--- config.mk ---
export PLATFORM = sky130hd
export DESIGN_NAME = power_mode_ctrl
export DESIGN_NICKNAME = d
export VERILOG_FILES = /design/src/power_mode_pkg.sv /design/src/power_mode_ctrl.sv /design/src/wake_sync.sv
export SDC_FILE = /design/constraint.sdc
export NUM_CORES = 1
export LEC_CHECK = 0
export CAP_MARGIN = 20
export CORE_MARGIN = 2
export CORE_UTILIZATION = 50
export CTS_BUF_LIST = sky130_fd_sc_hd__clkbuf_16
export CTS_CLUSTER_SIZE = 28
export DETAILED_ROUTE_END_ITERATION = 7
export DONT_BUFFER_PORTS = 1
export GPL_TIMING_DRIVEN = 0
export PLACE_DENSITY_LB_ADDON = 0.25
export RECOVER_POWER = 25
export SKIP_LAST_GASP = 1
export SLEW_MARGIN = 20
export SYNTH_ARGS = -nofsm -noshare
export SYNTH_HDL_FRONTEND = slang
export SYNTH_SLANG_ARGS = --single-unit
--- constraint.sdc ---
create_clock -name core_clk -period 2.35 [get_ports core_clk]
set_input_delay 0.1175 -clock core_clk [delete_from_list [all_inputs] [get_ports core_clk]]
set_output_delay 0.1175 -clock core_clk [all_outputs]
set_load 0.03 [all_outputs]
--- src/power_mode_pkg.sv ---
// Function
// - direct flag clear: active sleep goes standby/watch/sleep, subactive goes watch/subsleep
// - direct flag set, high-speed, standby 0, medium 1, low 0: go medium-speed
// - direct flag set, medium-speed, standby, medium, low all 0: go high-speed
// - direct flag set, either active mode, standby, watch bit, low all 1: subactive
// - direct flag set, subactive, standby 1, watch 1, low 0: active per medium flag
// - leaving standby, watch or sleep resumes active per medium flag; flag resets 0 (watch with low flag 1 goes to subactive instead)
// - subactive clock is watch clock /8 for 00, /4 for 01, /2 for 1x
// - subactive clock select writes are ignored while in subactive mode
// - active sleep with standby, low, medium, direct all 0 enters sleep high-speed
// - same with medium flag 1 enters sleep medium-speed, clocked by medium divider
// - sleep medium-speed entry may come half a state early; tolerate it
// - sleep ends on any enabled interrupt source or on the reset pin
// - interrupt wake starts exception handling and returns to same-speed active mode
// - sleep holds while the cpu interrupt mask is set or the source is disabled
// - asynchronous requests are synchronised, adding at most two clock periods
// - reset pin low during sleep ends sleep and holds the cpu in reset
// - standby select picks sleep modes (0) or standby/watch modes (1)
// - medium divider gives osc /16, /32, /64, /128 for codes 00..11; resets /128
package power_mode_pkg;

  localparam logic [4:0] CTRL_ONE_OFS    = 5'h00;
  localparam logic [4:0] CTRL_TWO_OFS    = 5'h04;
  localparam logic [4:0] TIMER_WATCH_OFS = 5'h08;
  localparam logic [4:0] INT_ENABLE_OFS  = 5'h0c;
  localparam logic [4:0] MODE_STATUS_OFS = 5'h10;

  localparam logic [7:0] CTRL_ONE_RST   = 8'h07;
  localparam logic [7:0] CTRL_TWO_RST   = 8'hf0;
  localparam logic [7:0] CTRL_ONE_FIXED = 8'h04;
  localparam logic [7:0] CTRL_TWO_FIXED = 8'he0;

  localparam int STBY_POS  = 7;
  localparam int LOW_SPEED_FLAG_POS  = 3;
  localparam int MDIV_LSB  = 0;
  localparam int DIRECT_TRANSFER_FLAG_POS  = 3;
  localparam int MEDIUM_SPEED_FLAG_POS  = 2;
  localparam int SA_LSB    = 0;
  localparam int TWATCH_POS = 0;

  // timer a, timer f, async counter, event pin, irq1, irq0, wakeup, serial, adc
  localparam int NUM_WAKE = 9;
  localparam logic [NUM_WAKE-1:0] INT_ENABLE_RST = 9'h000;

  localparam logic [7:0] DIV_NONE = 8'h00;
  localparam logic [7:0] DIV_1    = 8'h01;
  localparam logic [7:0] DIV_2    = 8'h02;
  localparam logic [7:0] DIV_4    = 8'h04;
  localparam logic [7:0] DIV_8    = 8'h08;
  localparam logic [7:0] DIV_16   = 8'h10;
  localparam logic [7:0] DIV_32   = 8'h20;
  localparam logic [7:0] DIV_64   = 8'h40;
  localparam logic [7:0] DIV_128  = 8'h80;

  localparam int CLK_PERIOD_NS = 4;
  localparam int SYNC_MAX_NS   = 8;
  localparam int SYNC_CYCLES   = SYNC_MAX_NS / CLK_PERIOD_NS;

  typedef enum logic [7:0] {
    ACT_HIGH   = 8'h01,
    ACT_MED    = 8'h02,
    SUBACTIVE  = 8'h04,
    SLEEP_HIGH = 8'h08,
    SLEEP_MED  = 8'h10,
    STANDBY    = 8'h20,
    WATCH      = 8'h40,
    SUBSLEEP   = 8'h80
  } mode_e;

  typedef struct packed {
    logic [4:0]  address;
    logic        read;
    logic        write;
    logic [31:0] writedata;
    logic [3:0]  byteenable;
  } av_req_s;

endpackage

--- src/power_mode_ctrl.sv ---
// The Avalon-MM slave port and the register offsets are this design's own decisions.
`timescale 1ns/1ps
`default_nettype none
module power_mode_ctrl (
  input  wire logic                                    core_clk,
  input  wire logic                                    sys_rst,
  input  wire power_mode_pkg::av_req_s                 bus_req,
  output logic      [31:0]                             readdata,
  output logic                                         waitrequest,
  input  wire logic                                    sleep_exec,
  input  wire logic                                    cpu_int_mask,
  input  wire logic [power_mode_pkg::NUM_WAKE-1:0]     wake_src_pins,
  input  wire logic                                    chip_reset_pin_n,
  output power_mode_pkg::mode_e                        mode_state,
  output logic                                         cpu_halt,
  output logic                                         int_exc_start,
  output logic                                         cpu_reset_hold,
  output logic      [7:0]                              cpu_clk_div,
  output logic                                         cpu_clk_from_watch
);
  import power_mode_pkg::*;

  ////////////////////////////////////////////////////////////////////////
  logic [NUM_WAKE:0]   pins_sync;
  logic [NUM_WAKE-1:0] wake_sync_v;
  logic                pin_rst;
  logic                rst_all;

  // pins reach logic only after two flops
  wake_sync #(
    .WIDTH (NUM_WAKE + 1)
  ) u_sync (
    .core_clk (core_clk),
    .sys_rst  (sys_rst),
    .async_in ({chip_reset_pin_n, wake_src_pins}),
    .sync_out (pins_sync)
  );

  // sync flops clear to 0, so the pin reads as asserted until it settles
  assign wake_sync_v = pins_sync[NUM_WAKE-1:0];
  assign pin_rst     = ~pins_sync[NUM_WAKE];
  assign rst_all     = sys_rst | pin_rst;

  ////////////////////////////////////////////////////////////////////////
  logic [7:0]          ctrl_one_reg, ctrl_one_next;
  logic [7:0]          ctrl_two_reg, ctrl_two_next;
  logic                twatch_reg, twatch_next;
  logic [NUM_WAKE-1:0] int_en_reg, int_en_next;
  logic                wait_reg, wait_next;
  logic [31:0]         rdata_reg, rdata_next;
  logic [31:0]         rd_mux;
  logic [7:0]          wd;
  logic                wr_commit;
  mode_e               mode_reg, mode_next;

  assign wd        = bus_req.writedata[7:0];
  assign wr_commit = ~wait_reg & bus_req.write & bus_req.byteenable[0];

  always_comb begin
    case (bus_req.address)
      CTRL_ONE_OFS:    rd_mux = {24'h000000, ctrl_one_reg};
      CTRL_TWO_OFS:    rd_mux = {24'h000000, ctrl_two_reg};
      TIMER_WATCH_OFS: rd_mux = {31'h00000000, twatch_reg};
      INT_ENABLE_OFS:  rd_mux = {{(32-NUM_WAKE){1'b0}}, int_en_reg};
      MODE_STATUS_OFS: rd_mux = {24'h000000, mode_reg};
      default:         rd_mux = 32'h00000000;
    endcase
  end

  // one wait cycle, then the answer; write lands on the accepting edge
  always_comb begin
    wait_next     = 1'b1;
    rdata_next    = rdata_reg;
    ctrl_one_next = ctrl_one_reg;
    ctrl_two_next = ctrl_two_reg;
    twatch_next   = twatch_reg;
    int_en_next   = int_en_reg;
    if (wait_reg && (bus_req.read || bus_req.write)) begin
      wait_next  = 1'b0;
      rdata_next = bus_req.read ? rd_mux : 32'h00000000;
    end
    if (wr_commit) begin
      case (bus_req.address)
        CTRL_ONE_OFS: begin
          ctrl_one_next = (wd & ~CTRL_ONE_FIXED) | CTRL_ONE_FIXED;
        end
        CTRL_TWO_OFS: begin
          ctrl_two_next = (wd & ~CTRL_TWO_FIXED) | CTRL_TWO_FIXED;
          if (mode_reg == SUBACTIVE) begin
            ctrl_two_next[SA_LSB+:2] = ctrl_two_reg[SA_LSB+:2];
          end
        end
        TIMER_WATCH_OFS: begin
          twatch_next = wd[TWATCH_POS];
        end
        INT_ENABLE_OFS: begin
          int_en_next = bus_req.writedata[NUM_WAKE-1:0];
        end
        default: begin
          ctrl_one_next = ctrl_one_reg;
        end
      endcase
    end
  end

  always_ff @(posedge core_clk) begin
    if (rst_all) begin
      ctrl_one_reg <= CTRL_ONE_RST;
      ctrl_two_reg <= CTRL_TWO_RST;
      twatch_reg   <= 1'b0;
      int_en_reg   <= INT_ENABLE_RST;
      wait_reg     <= 1'b1;
      rdata_reg    <= 32'h00000000;
    end else begin
      ctrl_one_reg <= ctrl_one_next;
      ctrl_two_reg <= ctrl_two_next;
      twatch_reg   <= twatch_next;
      int_en_reg   <= int_en_next;
      wait_reg     <= wait_next;
      rdata_reg    <= rdata_next;
    end
  end

  ////////////////////////////////////////////////////////////////////////
  logic       standby_select, low_speed_flag, direct_transfer_flag, medium_speed_flag, wake;
  logic [1:0] mdiv, sasel;
  logic       halt_next, exc_next, watch_src_next;
  logic [7:0] div_next;
  logic       halt_reg, exc_reg, rsth_reg, watch_src_reg;
  logic [7:0] div_reg;

  // control bits are taken as they stand when the sleep completes
  assign standby_select  = ctrl_one_reg[STBY_POS];
  assign low_speed_flag  = ctrl_one_reg[LOW_SPEED_FLAG_POS];
  assign direct_transfer_flag  = ctrl_two_reg[DIRECT_TRANSFER_FLAG_POS];
  assign medium_speed_flag  = ctrl_two_reg[MEDIUM_SPEED_FLAG_POS];
  // dividers follow the value being written, so a write beside a mode change never lags
  assign mdiv  = ctrl_one_next[MDIV_LSB+:2];
  assign sasel = ctrl_two_next[SA_LSB+:2];
  // masked or disabled requests never wake
  assign wake  = (|(wake_sync_v & int_en_reg)) & ~cpu_int_mask;

  always_comb begin
    mode_next = mode_reg;
    exc_next  = 1'b0;
    case (mode_reg)
      ACT_HIGH, ACT_MED: begin
        if (sleep_exec) begin
          if (direct_transfer_flag && !standby_select && medium_speed_flag && !low_speed_flag && mode_reg == ACT_HIGH) begin
            mode_next = ACT_MED;
          end else if (direct_transfer_flag && !standby_select && !medium_speed_flag && !low_speed_flag && mode_reg == ACT_MED) begin
            mode_next = ACT_HIGH;
          end else if (direct_transfer_flag && standby_select && twatch_reg && low_speed_flag) begin
            mode_next = SUBACTIVE;
          end else if (standby_select) begin
            if (twatch_reg) begin
              mode_next = WATCH;
            end else if (!low_speed_flag) begin
              mode_next = STANDBY;
            end
          end else if (!direct_transfer_flag && !low_speed_flag) begin
            // medium entry may be seen half a state early; no timing relies on it
            mode_next = medium_speed_flag ? SLEEP_MED : SLEEP_HIGH;
          end
        end
      end
      SUBACTIVE: begin
        if (sleep_exec) begin
          if (direct_transfer_flag && standby_select && twatch_reg && !low_speed_flag) begin
            mode_next = medium_speed_flag ? ACT_MED : ACT_HIGH;
          end else begin
            mode_next = standby_select ? WATCH : SUBSLEEP;
          end
        end
      end
      SLEEP_HIGH: begin
        if (wake) begin
          mode_next = ACT_HIGH;
          exc_next  = 1'b1;
        end
      end
      SLEEP_MED: begin
        if (wake) begin
          mode_next = ACT_MED;
          exc_next  = 1'b1;
        end
      end
      STANDBY: begin
        if (wake) begin
          mode_next = medium_speed_flag ? ACT_MED : ACT_HIGH;
          exc_next  = 1'b1;
        end
      end
      WATCH: begin
        if (wake) begin
          mode_next = low_speed_flag ? SUBACTIVE : (medium_speed_flag ? ACT_MED : ACT_HIGH);
          exc_next  = 1'b1;
        end
      end
      SUBSLEEP: begin
        if (wake) begin
          mode_next = SUBACTIVE;
          exc_next  = 1'b1;
        end
      end
      default: begin
        mode_next = ACT_HIGH;
      end
    endcase
  end

  // outputs follow the next mode so they stay aligned with mode_state
  always_comb begin
    halt_next      = ~(mode_next == ACT_HIGH || mode_next == ACT_MED || mode_next == SUBACTIVE);
    watch_src_next = (mode_next == SUBACTIVE || mode_next == SUBSLEEP);
    case (mode_next)
      ACT_HIGH, SLEEP_HIGH: div_next = DIV_1;
      ACT_MED, SLEEP_MED: begin
        case (mdiv)
          2'b00:   div_next = DIV_16;
          2'b01:   div_next = DIV_32;
          2'b10:   div_next = DIV_64;
          default: div_next = DIV_128;
        endcase
      end
      SUBACTIVE, SUBSLEEP: begin
        if (sasel[1]) begin
          div_next = DIV_2;
        end else begin
          div_next = sasel[0] ? DIV_4 : DIV_8;
        end
      end
      default: div_next = DIV_NONE;
    endcase
  end

  always_ff @(posedge core_clk) begin
    if (rst_all) begin
      mode_reg      <= ACT_HIGH;
      halt_reg      <= 1'b0;
      exc_reg       <= 1'b0;
      rsth_reg      <= 1'b1;
      watch_src_reg <= 1'b0;
      div_reg       <= DIV_1;
    end else begin
      mode_reg      <= mode_next;
      halt_reg      <= halt_next;
      exc_reg       <= exc_next;
      rsth_reg      <= 1'b0;
      watch_src_reg <= watch_src_next;
      div_reg       <= div_next;
    end
  end

  assign readdata           = rdata_reg;
  assign waitrequest        = wait_reg;
  assign mode_state         = mode_reg;
  assign cpu_halt           = halt_reg;
  assign int_exc_start      = exc_reg;
  assign cpu_reset_hold     = rsth_reg;
  assign cpu_clk_div        = div_reg;
  assign cpu_clk_from_watch = watch_src_reg;

  logic dir_ok;
  assign dir_ok = sleep_exec && direct_transfer_flag && !standby_select && !low_speed_flag;
endmodule // power_mode_ctrl
`default_nettype wire

--- src/wake_sync.sv ---
`timescale 1ns/1ps
`default_nettype none
module wake_sync #(
  parameter int WIDTH = 1
) (
  input  wire logic             core_clk,
  input  wire logic             sys_rst,
  input  wire logic [WIDTH-1:0] async_in,
  output logic      [WIDTH-1:0] sync_out
);
  logic [WIDTH-1:0] meta_reg;
  logic [WIDTH-1:0] meta_next;
  logic [WIDTH-1:0] sync_reg;
  logic [WIDTH-1:0] sync_next;

  // first stage feeds only the second stage
  always_comb begin
    meta_next = async_in;
    sync_next = meta_reg;
  end

  always_ff @(posedge core_clk) begin
    if (sys_rst) begin
      meta_reg <= '0;
      sync_reg <= '0;
    end else begin
      meta_reg <= meta_next;
      sync_reg <= sync_next;
    end
  end

  assign sync_out = sync_reg;
endmodule // wake_sync
`default_nettype wire
## Word level (Yosys, flattened, before mapping)

Index checks and enable logic that the tools add are counted.

- Bits in registers: 95
- Input bits: 57
- Output and inout bits: 53
- Word-level logic and storage cells: 114

- Equal/unequal tests: 20
- Mux-type cells: 34
- Bitwise logic cells: 10
- Reductions and logical operators: 34

Operators by type and width:

| cell | number |
|---|---|
| 8-bit 2-to-1 mux | 16 |
| 8-bit one-hot mux with 7 select lines | 1 |
| 8-bit one-hot mux with 3 select lines | 2 |
| 9-bit one-hot mux with 5 select lines | 1 |
| 32-bit 2-to-1 mux | 1 |
| 8-bit by 1-bit == test with 1-bit output (second input constant) | 2 |
| 8-bit by 2-bit == test with 1-bit output (second input constant) | 2 |
| 8-bit by 3-bit == test with 1-bit output (second input constant) | 2 |
| 8-bit by 4-bit == test with 1-bit output (second input constant) | 2 |
| 8-bit by 5-bit == test with 1-bit output (second input constant) | 2 |
| 8-bit == test (second input constant) | 2 |
| 1-bit logical AND | 13 |
| 2-bit 2-to-1 mux | 6 |
| 5-bit by 4-bit == test with 1-bit output (second input constant) | 2 |
| 2-bit OR reduction | 5 |
| 9-bit AND | 1 |
| 9-bit OR reduction | 1 |
| 8-bit by 6-bit == test with 1-bit output (second input constant) | 1 |
| 8-bit by 7-bit == test with 1-bit output (second input constant) | 1 |
| 4-bit 2-to-1 mux | 2 |
| 2-bit AND reduction | 4 |
| 5-bit by 3-bit == test with 1-bit output (second input constant) | 1 |
| 5-bit == test (second input constant) | 1 |
| 5-bit logical NOT | 1 |
| other kinds (12) | 26 |

## Depth between registers and ports, before layout

Gate-level depths: netlist of the first run.

- Depth in word-level cells: 13
- Gate-level depth with buffers: 9
- Depth with buffers taken out: 6

## Cells and area by module

A second synthesis of the first run with hierarchy kept.

- Cell total of the unflattened synthesis: 376
- Area, all modules: 3,519.6 µm²

By module, submodules not included:

| module | times used | cells each | area each (µm²) | seq. area each (µm²) |
|---|---|---|---|---|
| power_mode_ctrl | 1 | 334 | 2,901.5 | 1,041.0 |
| wake_sync | 1 | 42 | 618.1 | 400.4 |

## Worst setup path after synthesis of the first run

OpenSTA, ideal clock, no wires.

- Path kind: register to register
- From: register mode_reg[1], in the netlist mode_state[1]
- To: register div_reg[6], in the netlist cpu_clk_div[6]
- Setup time: 0.087 ns
- Data arrival time: 1.968 ns
- Data required time: 2.263 ns
- Slack: 0.295 ns
- Stages on the path, launching flop included: 8
- Path buffers: 1
- Clock period less this slack: 2.055 ns
- Path through: dfxtp_1 -> buf_6 -> or3_4 -> a2111o_1 -> a221oi_2 -> nor3_1 -> and2_4 -> nor4b_4

- Longest elaborated chain between the ends: 11
- Elaborated cells on any way between the ends: 36
- Classes of those cells: eq/ne: 14; mux: 16; reduce/logical: 6

Ends and longest elaborated chain:

| item | RTL line | text |
|---|---|---|
| start, declared | power_mode_ctrl.sv:54 | `mode_e mode_reg, mode_next;` |
| start signal, assigned | power_mode_ctrl.sv:246 | `mode_reg <= mode_next;` |
| 8-bit 2-to-1 mux | power_mode_ctrl.sv:158 | `end else if (!low_speed_flag) begin` |
| 8-bit 2-to-1 mux | power_mode_ctrl.sv:156 | `if (twatch_reg) begin` |
| 8-bit 2-to-1 mux | power_mode_ctrl.sv:155 | `end else if (standby_select) begin` |
| 8-bit 2-to-1 mux | power_mode_ctrl.sv:153 | `end else if (direct_transfer_flag && standby_select && twatch_reg && low_speed_flag) begin` |
| 8-bit 2-to-1 mux | power_mode_ctrl.sv:151 | `end else if (direct_transfer_flag && !standby_select && !medium_speed_flag && !low_speed_flag && mode_reg == A ...` |
| 8-bit 2-to-1 mux | power_mode_ctrl.sv:149 | `if (direct_transfer_flag && !standby_select && medium_speed_flag && !low_speed_flag && mode_reg == ACT_HIGH) b ...` |
| 8-bit 2-to-1 mux | power_mode_ctrl.sv:148 | `if (sleep_exec) begin` |
| 8-bit one-hot mux with 7 select lines * | power_mode_ctrl.sv:146 | `case (mode_reg)` |
| 8-bit by 3-bit == test with 1-bit output, or another cell as far along | power_mode_ctrl.sv:216 | `case (mode_next)` |
| 2-bit OR reduction | power_mode_ctrl.sv:216 |  |
| 8-bit one-hot mux with 3 select lines * | power_mode_ctrl.sv:216 |  |
| end signal, assigned | power_mode_ctrl.sv:251 | `div_reg <= div_next;` |
| end, declared | power_mode_ctrl.sv:130 | `logic [7:0] div_reg;` |

Mark *: on every way between the ends. The rest lies on a longest branch, timed or not.
A chain may end at the register's enable or synchronous reset.

## Final worst setup path of the first run

- From: register mode_reg[6], in the netlist mode_state[6]
- To: register div_reg[6], in the netlist cpu_clk_div[6]

The elaborated chain is that of the path after synthesis.

==> results of run 1 <==
-- worst paths after layout --
kind | start | to | slack [ns] | cells after the start
min | bus_req[5] | cpu_clk_div[2] | 0.02 | 3
max reg2reg | mode_state[6] | cpu_clk_div[6] | 0.10 | 7
min reg2reg | u_sync.meta_reg[0] | u_sync.sync_out[0] | 0.43 | 1
max | mode_state[6] | cpu_clk_div[6] | 0.10 | 7
-- metal layers --
layer | vias up | wire length [um] | track usage, %
met5 | - | 0 | 0
met4 | 0 | 172 | 9.812
met3 | 12 | 706 | 7.507
met2 | 148 | 4192 | 38.55
met1 | 1328 | 3518 | 29.81
li1 | 1443 | - | -
-- timing repair --
item / 4_1_cts / 5_1_grt
buffers inserted: 1 / 5
resized for setup: 2 / 8
hold buffers: 20 / 0
pin swaps: 1 / 3
endpoints found under the hold margin: 32 / 0
endpoints found under the setup margin: 7 / 11
-- metrics by stage --
step                      hold WS (ns)  cells
final                          0.02150    531
after global routing           0.03889    531
after CTS                      0.02149    526
after detailed placement        0.2515    489
after global placement          0.2476    489
after floorplan                 0.2457    412
-- where the power goes --
part | leakage, nW | internal (mW) | switching [mW]
Combinational | 0.857 | 0.0760 | 0.107
Sequential | 0.586 | 1.24 | 0.00921
Clock | 0.168 | 1.03 | 0.499
Total | 1.61 | 2.34 | 0.616
-- synthesized netlist by cell type (5+ instances only) --
library cell / count / area (um2)
a21oi_1: 37 / 185.2
a22oi_1: 12 / 90.09
and3_1: 5 / 31.28
buf_4: 24 / 180.2
clkbuf_1: 15 / 56.30
dfxtp_1: 72 / 1441
inv_1: 9 / 33.78
mux2_2: 7 / 78.83
mux2i_1: 8 / 80.08
nand2_1: 37 / 138.9
nand3_1: 18 / 90.09
nor2_1: 33 / 123.9
nor2b_1: 27 / 168.9
nor3_1: 11 / 55.05
o21ai_0: 6 / 30.03
-- cells by family (layout without fill, tap and decap cells) --
group | count (synthesis) | after routing | share of synthesized area (%)
AND/OR/NAND/NOR | 161 | 161 | 26.43
AO/OA/AOI/OAI | 85 | 85 | 16.35
flip-flops | 72 | 72 | 42.70
buffers and inverters | 53 | 95 | 8.932
multiplexers | 15 | 15 | 4.707
XOR/XNOR | 3 | 3 | 0.7785
other | 1 | 23 | 0.1111
-- area by class of cell --
type	instances	area (um2)
plain buffers	44	271.5
clock inverters	7	111.4
fillers	541	2266
inverters	9	33.78
flip-flops and latches	72	1448
multi-input cells	287	1725
well taps	77	96.34
repair buffers	26	245.2
clock buffers	9	225.2
-- critical path, stage by stage, from the launching register on --
cell	delay, ns
dfxtp_1	0.42
buf_2	0.26
or2_1	0.30
a2111o_1	0.38
a221oi_2	0.25
nor3_1	0.12
and2_4	0.18
nor4b_4	0.25
==> qor.csv, run 1 <==
metric,value,unit
status,"complete, no violations",
yosysSeqAreaShare,42.70,%
maxCapViolations,0,
hold_violations,0,
cts_buffer_depth,2,
drt_pass1_iterations,7,
cts_max_level,3,
viasPerCell,5.520,
grt_start_max_net_pins,13,
fmax,444.9,MHz
crit_type,flip-flop to flip-flop,
wirelength,8.589,mm
final_area,0.004156,mm2
clk_pin_slew,0.06,ns
synth_edf_count,0,
ys_warn_count,0,
fin_total_pwr,2.959,mW
fin_crit_sh,95.65,%
hp-class,input pin to flip-flop,
wl_per_cell,16.18,um
io_buffers,0,
placementRows,29,
synth_area_per_cell,8.656,um2
p_per_area,711.9,mW/mm2
drive_above_1_share,17.18,%
ys_seq_elements,72,
finish.net_count,506,
die_w,86.17,um
antennaDiodeCount,0,
grt-ovfl-total,0,
fin_ws,0.1022,ns
initial_utilization,52.56,%
critPathCaptureType,flip-flop,
rsz0062_at_grt,true,
synth.distinct_cells,61,
post-place-ws,-0.09424,ns
synthCells,390,
tns,0,ns
drt_iter0_markers,184,
syn_area,0.003376,mm2
leakage,1.612,nW
die_area,0.007424,mm2
cts_buffers,9,
placed_area,0.003555,mm2
finalMaxSlewViolations,0,
fin_skew,0.009382,ns
root_buffer,clkbuf_16,
cts_tree,yes,
ant_nets,0,
cp-start-kind,flip-flop,
die_h,86.17,um
worstPathRequired,2.58,ns
final_cell_mix,"dfxtp_1 (67), a21oi_1 (37), nand2_1 (37)",
fin_crit,2.248,ns
synthFlopType,dfxtp_1,
io_pins,110,
clk_latency,0.33,ns
worstPathArrival,2.48,ns
antenna_found_initial,0,
drcViolationCount,0,
grt_use_total,23.99,%
grt_pass1_vias,2772,
post-route-util,64.72,%
area_growth,23.13,%
setup_viol,0,
async_flop_share,0,%
cts.sinks,72,
ir_worst_vdd,0.6446,mV
worstMarginPinSlew,0.9184,ns
grt_pass1_wl,13.61,mm
hpwlAfterDp,6.131,mm
core-area,0.006422,mm2
place_congestion,0.9440,
num_vias,2931,
final_common_cell,dfxtp_1,
slew_headroom,38.27,%
crit_fanout,10,
(Power assumes the default switching activity.)
==> inputs of run 2 (changes only) <==
--- a/config.mk
+++ b/config.mk
@@ -5,6 +5,7 @@
 export SDC_FILE = /design/constraint.sdc
 export NUM_CORES = 1
 export LEC_CHECK = 0
+export ABC_CLOCK_PERIOD_IN_PS = 2350
 export CAP_MARGIN = 20
 export CORE_MARGIN = 2
 export CORE_UTILIZATION = 50
@@ -15,6 +16,7 @@
 export GPL_TIMING_DRIVEN = 0
 export PLACE_DENSITY_LB_ADDON = 0.25
 export RECOVER_POWER = 25
+export REMOVE_ABC_BUFFERS = 1
 export SKIP_LAST_GASP = 1
 export SLEW_MARGIN = 20
 export SYNTH_ARGS = -nofsm -noshare
==> qor.csv, run 2 (same netlist as run 1, synthesis figures left out) <==
metric,value,unit
status,"complete, no violations",
crit_family,simple AND/OR/NAND/NOR gates,
clk_pin_slew,0.06,ns
cts.sinks,72,
use_met2,35.94,%
finish.net_count,458,
final_common_cell,dfxtp_1,
antenna_found_initial,0,
grt-ovfl-total,0,
holdPathEnd,cpu_clk_div[2],
rsz0062_at_grt,false,
cts_tree,yes,
area_growth,12.90,%
fmax,459.0,MHz
core-area,0.006422,mm2
die_area,0.007424,mm2
fin_crit_sh,92.72,%
fin_skew,0.004901,ns
viasPerCell,5.731,
cts_buffers,9,
hpwlAfterDp,5.414,mm
worstMarginPinSlew,0.8563,ns
p_per_area,690.1,mW/mm2
drive_above_1_share,12.32,%
placed_area,0.003287,mm2
top_usage_layer,met2,
io_buffers,0,
wl_per_cell,16.57,um
ir_worst_vdd,0.7439,mV
grt_pass1_vias,2493,
slew_headroom,42.44,%
n_fill_cell,569,
initial_utilization,52.56,%
leakage,1.390,nW
finalMaxSlewViolations,0,
hp-class,input pin to flip-flop,
r2r_slack,0.17,ns
critPathCaptureType,flip-flop,
worstReg2RegEnd,cpu_clk_div[7],
drcViolationCount,0,
grt_util_met1,26.44,%
critPathSlowestCell,dfxtp_1,
min_path_cells,3,
use_met3,7.218,%
worstPathArrival,2.43,ns
ant_nets,0,
cp-start-kind,flip-flop,
grt_start_max_net_pins,40,
r2r_cells,6,
crit_fanout,6,
worstPathRequired,2.60,ns
grt_pass1_wl,12.55,mm
placementRows,29,
place_congestion,0.9639,
fin_crit,2.179,ns
antennaDiodeCount,0,
worstHoldStart,bus_req[5],
dp_cells,445,
root_buffer,clkbuf_16,
cts_buffer_depth,2,
fin_total_pwr,2.630,mW
hold_violations,0,
final_area,0.003811,mm2
drt_pass1_iterations,5,
wirelength,8.005,mm
num_vias,2768,
clk_latency,0.33,ns
fin_cells,483,
crit_type,flip-flop to flip-flop,
die_h,86.17,um
maxCapViolations,0,
grt_use_total,21.78,%
critPathBufInv,0,
cts_max_level,3,
cpPeakStageDelay,0.48,ns
setup_viol,0,
final_cell_mix,"dfxtp_1 (65), nand2_1 (37), a21oi_1 (36)",
r2r-start,mode_state[2],
crit_path_cell_trace,"or3_4, a2111o_1, a221oi_2, nor3_1, and2_4, nor4_4",
drt_iter0_markers,278,
io_pins,110,
die_w,86.17,um
-- run 2: metrics by stage --
stage	setup WS (ns)	setup TNS, ns	hold slack, ns	util (%)
5_1_grt	0.07526	0	0.05841	59.34
3_3_place_gp	-0.1068	-0.3407	0.1911	51.18
4_1_cts	0.05287	0	0.02460	58.72
3_5_place_dp	-0.1160	-0.2251	0.1925	51.18
2_1_floorplan	0.2908	0	0.1891	-
6_report	0.1712	0	0.03385	59.34
-- run 2: worst max path at each step --
stage	startpoint	end	slack, ns	cells past startpoint
after floorplan	waitrequest	cpu_clk_div[4]	0.29	5
after global placement	waitrequest	cpu_clk_div[4]	-0.11	5
after detailed placement	waitrequest	cpu_clk_div[4]	-0.12	5
after CTS	mode_state[7]	cpu_clk_div[6]	0.05	6
after global routing	waitrequest	cpu_clk_div[6]	0.08	4
final	mode_state[2]	cpu_clk_div[7]	0.17	6
-- run 2: layer usage --
| metal | up-vias | routed length, um | part of all wire [%] |
|---|---|---|---|
| li1 | 1347 | - | - |
| met1 | 1281 | 3267 | 41 |
| met2 | 126 | 3982 | 50 |
| met3 | 14 | 610 | 7.6 |
| met4 | 0 | 144 | 1.8 |
| met5 | - | 0 | 0 |
-- run 2: power breakdown --
| part | switching [mW] | internal, mW | leakage (nW) |
|---|---|---|---|
| Combinational | 0.0952 | 0.0479 | 0.664 |
| Clock | 0.526 | 0.713 | 0.139 |
| Sequential | 0.00982 | 1.24 | 0.587 |
| Total | 0.631 | 2.00 | 1.39 |
-- run 2: layout make-up --
| cell class | count | area, um2 | share of cell area, % |
|---|---|---|---|
| Multi-Input combinational cell | 287 | 1742 | 45.70 |
| Sequential cell | 72 | 1450 | 38.05 |
| Clock buffer | 9 | 225.2 | 5.909 |
| Timing Repair Buffer | 22 | 217.7 | 5.712 |
| Tap cell | 77 | 96.34 | 2.528 |
| Clock inverter | 7 | 46.29 | 1.215 |
| Inverter | 9 | 33.78 | 0.8864 |
-- run 2: what timing repair did --
| action | in CTS | in global routing |
|---|---|---|
| buffers inserted | 0 | 1 |
| endpoints found under the hold margin | 42 | 0 |
| setup endpoints to repair | 5 | 10 |
| hold buffers | 21 | 0 |
| gates resized for setup | 2 | 10 |
| pin swaps | 1 | 2 |
-- run 2: worst reg2reg max path: cells and delay by family, from the launching register on --
kind,cells,cell delay [ns]
flops,1,0.48
compound gates,2,0.61
simple gates,4,1.00
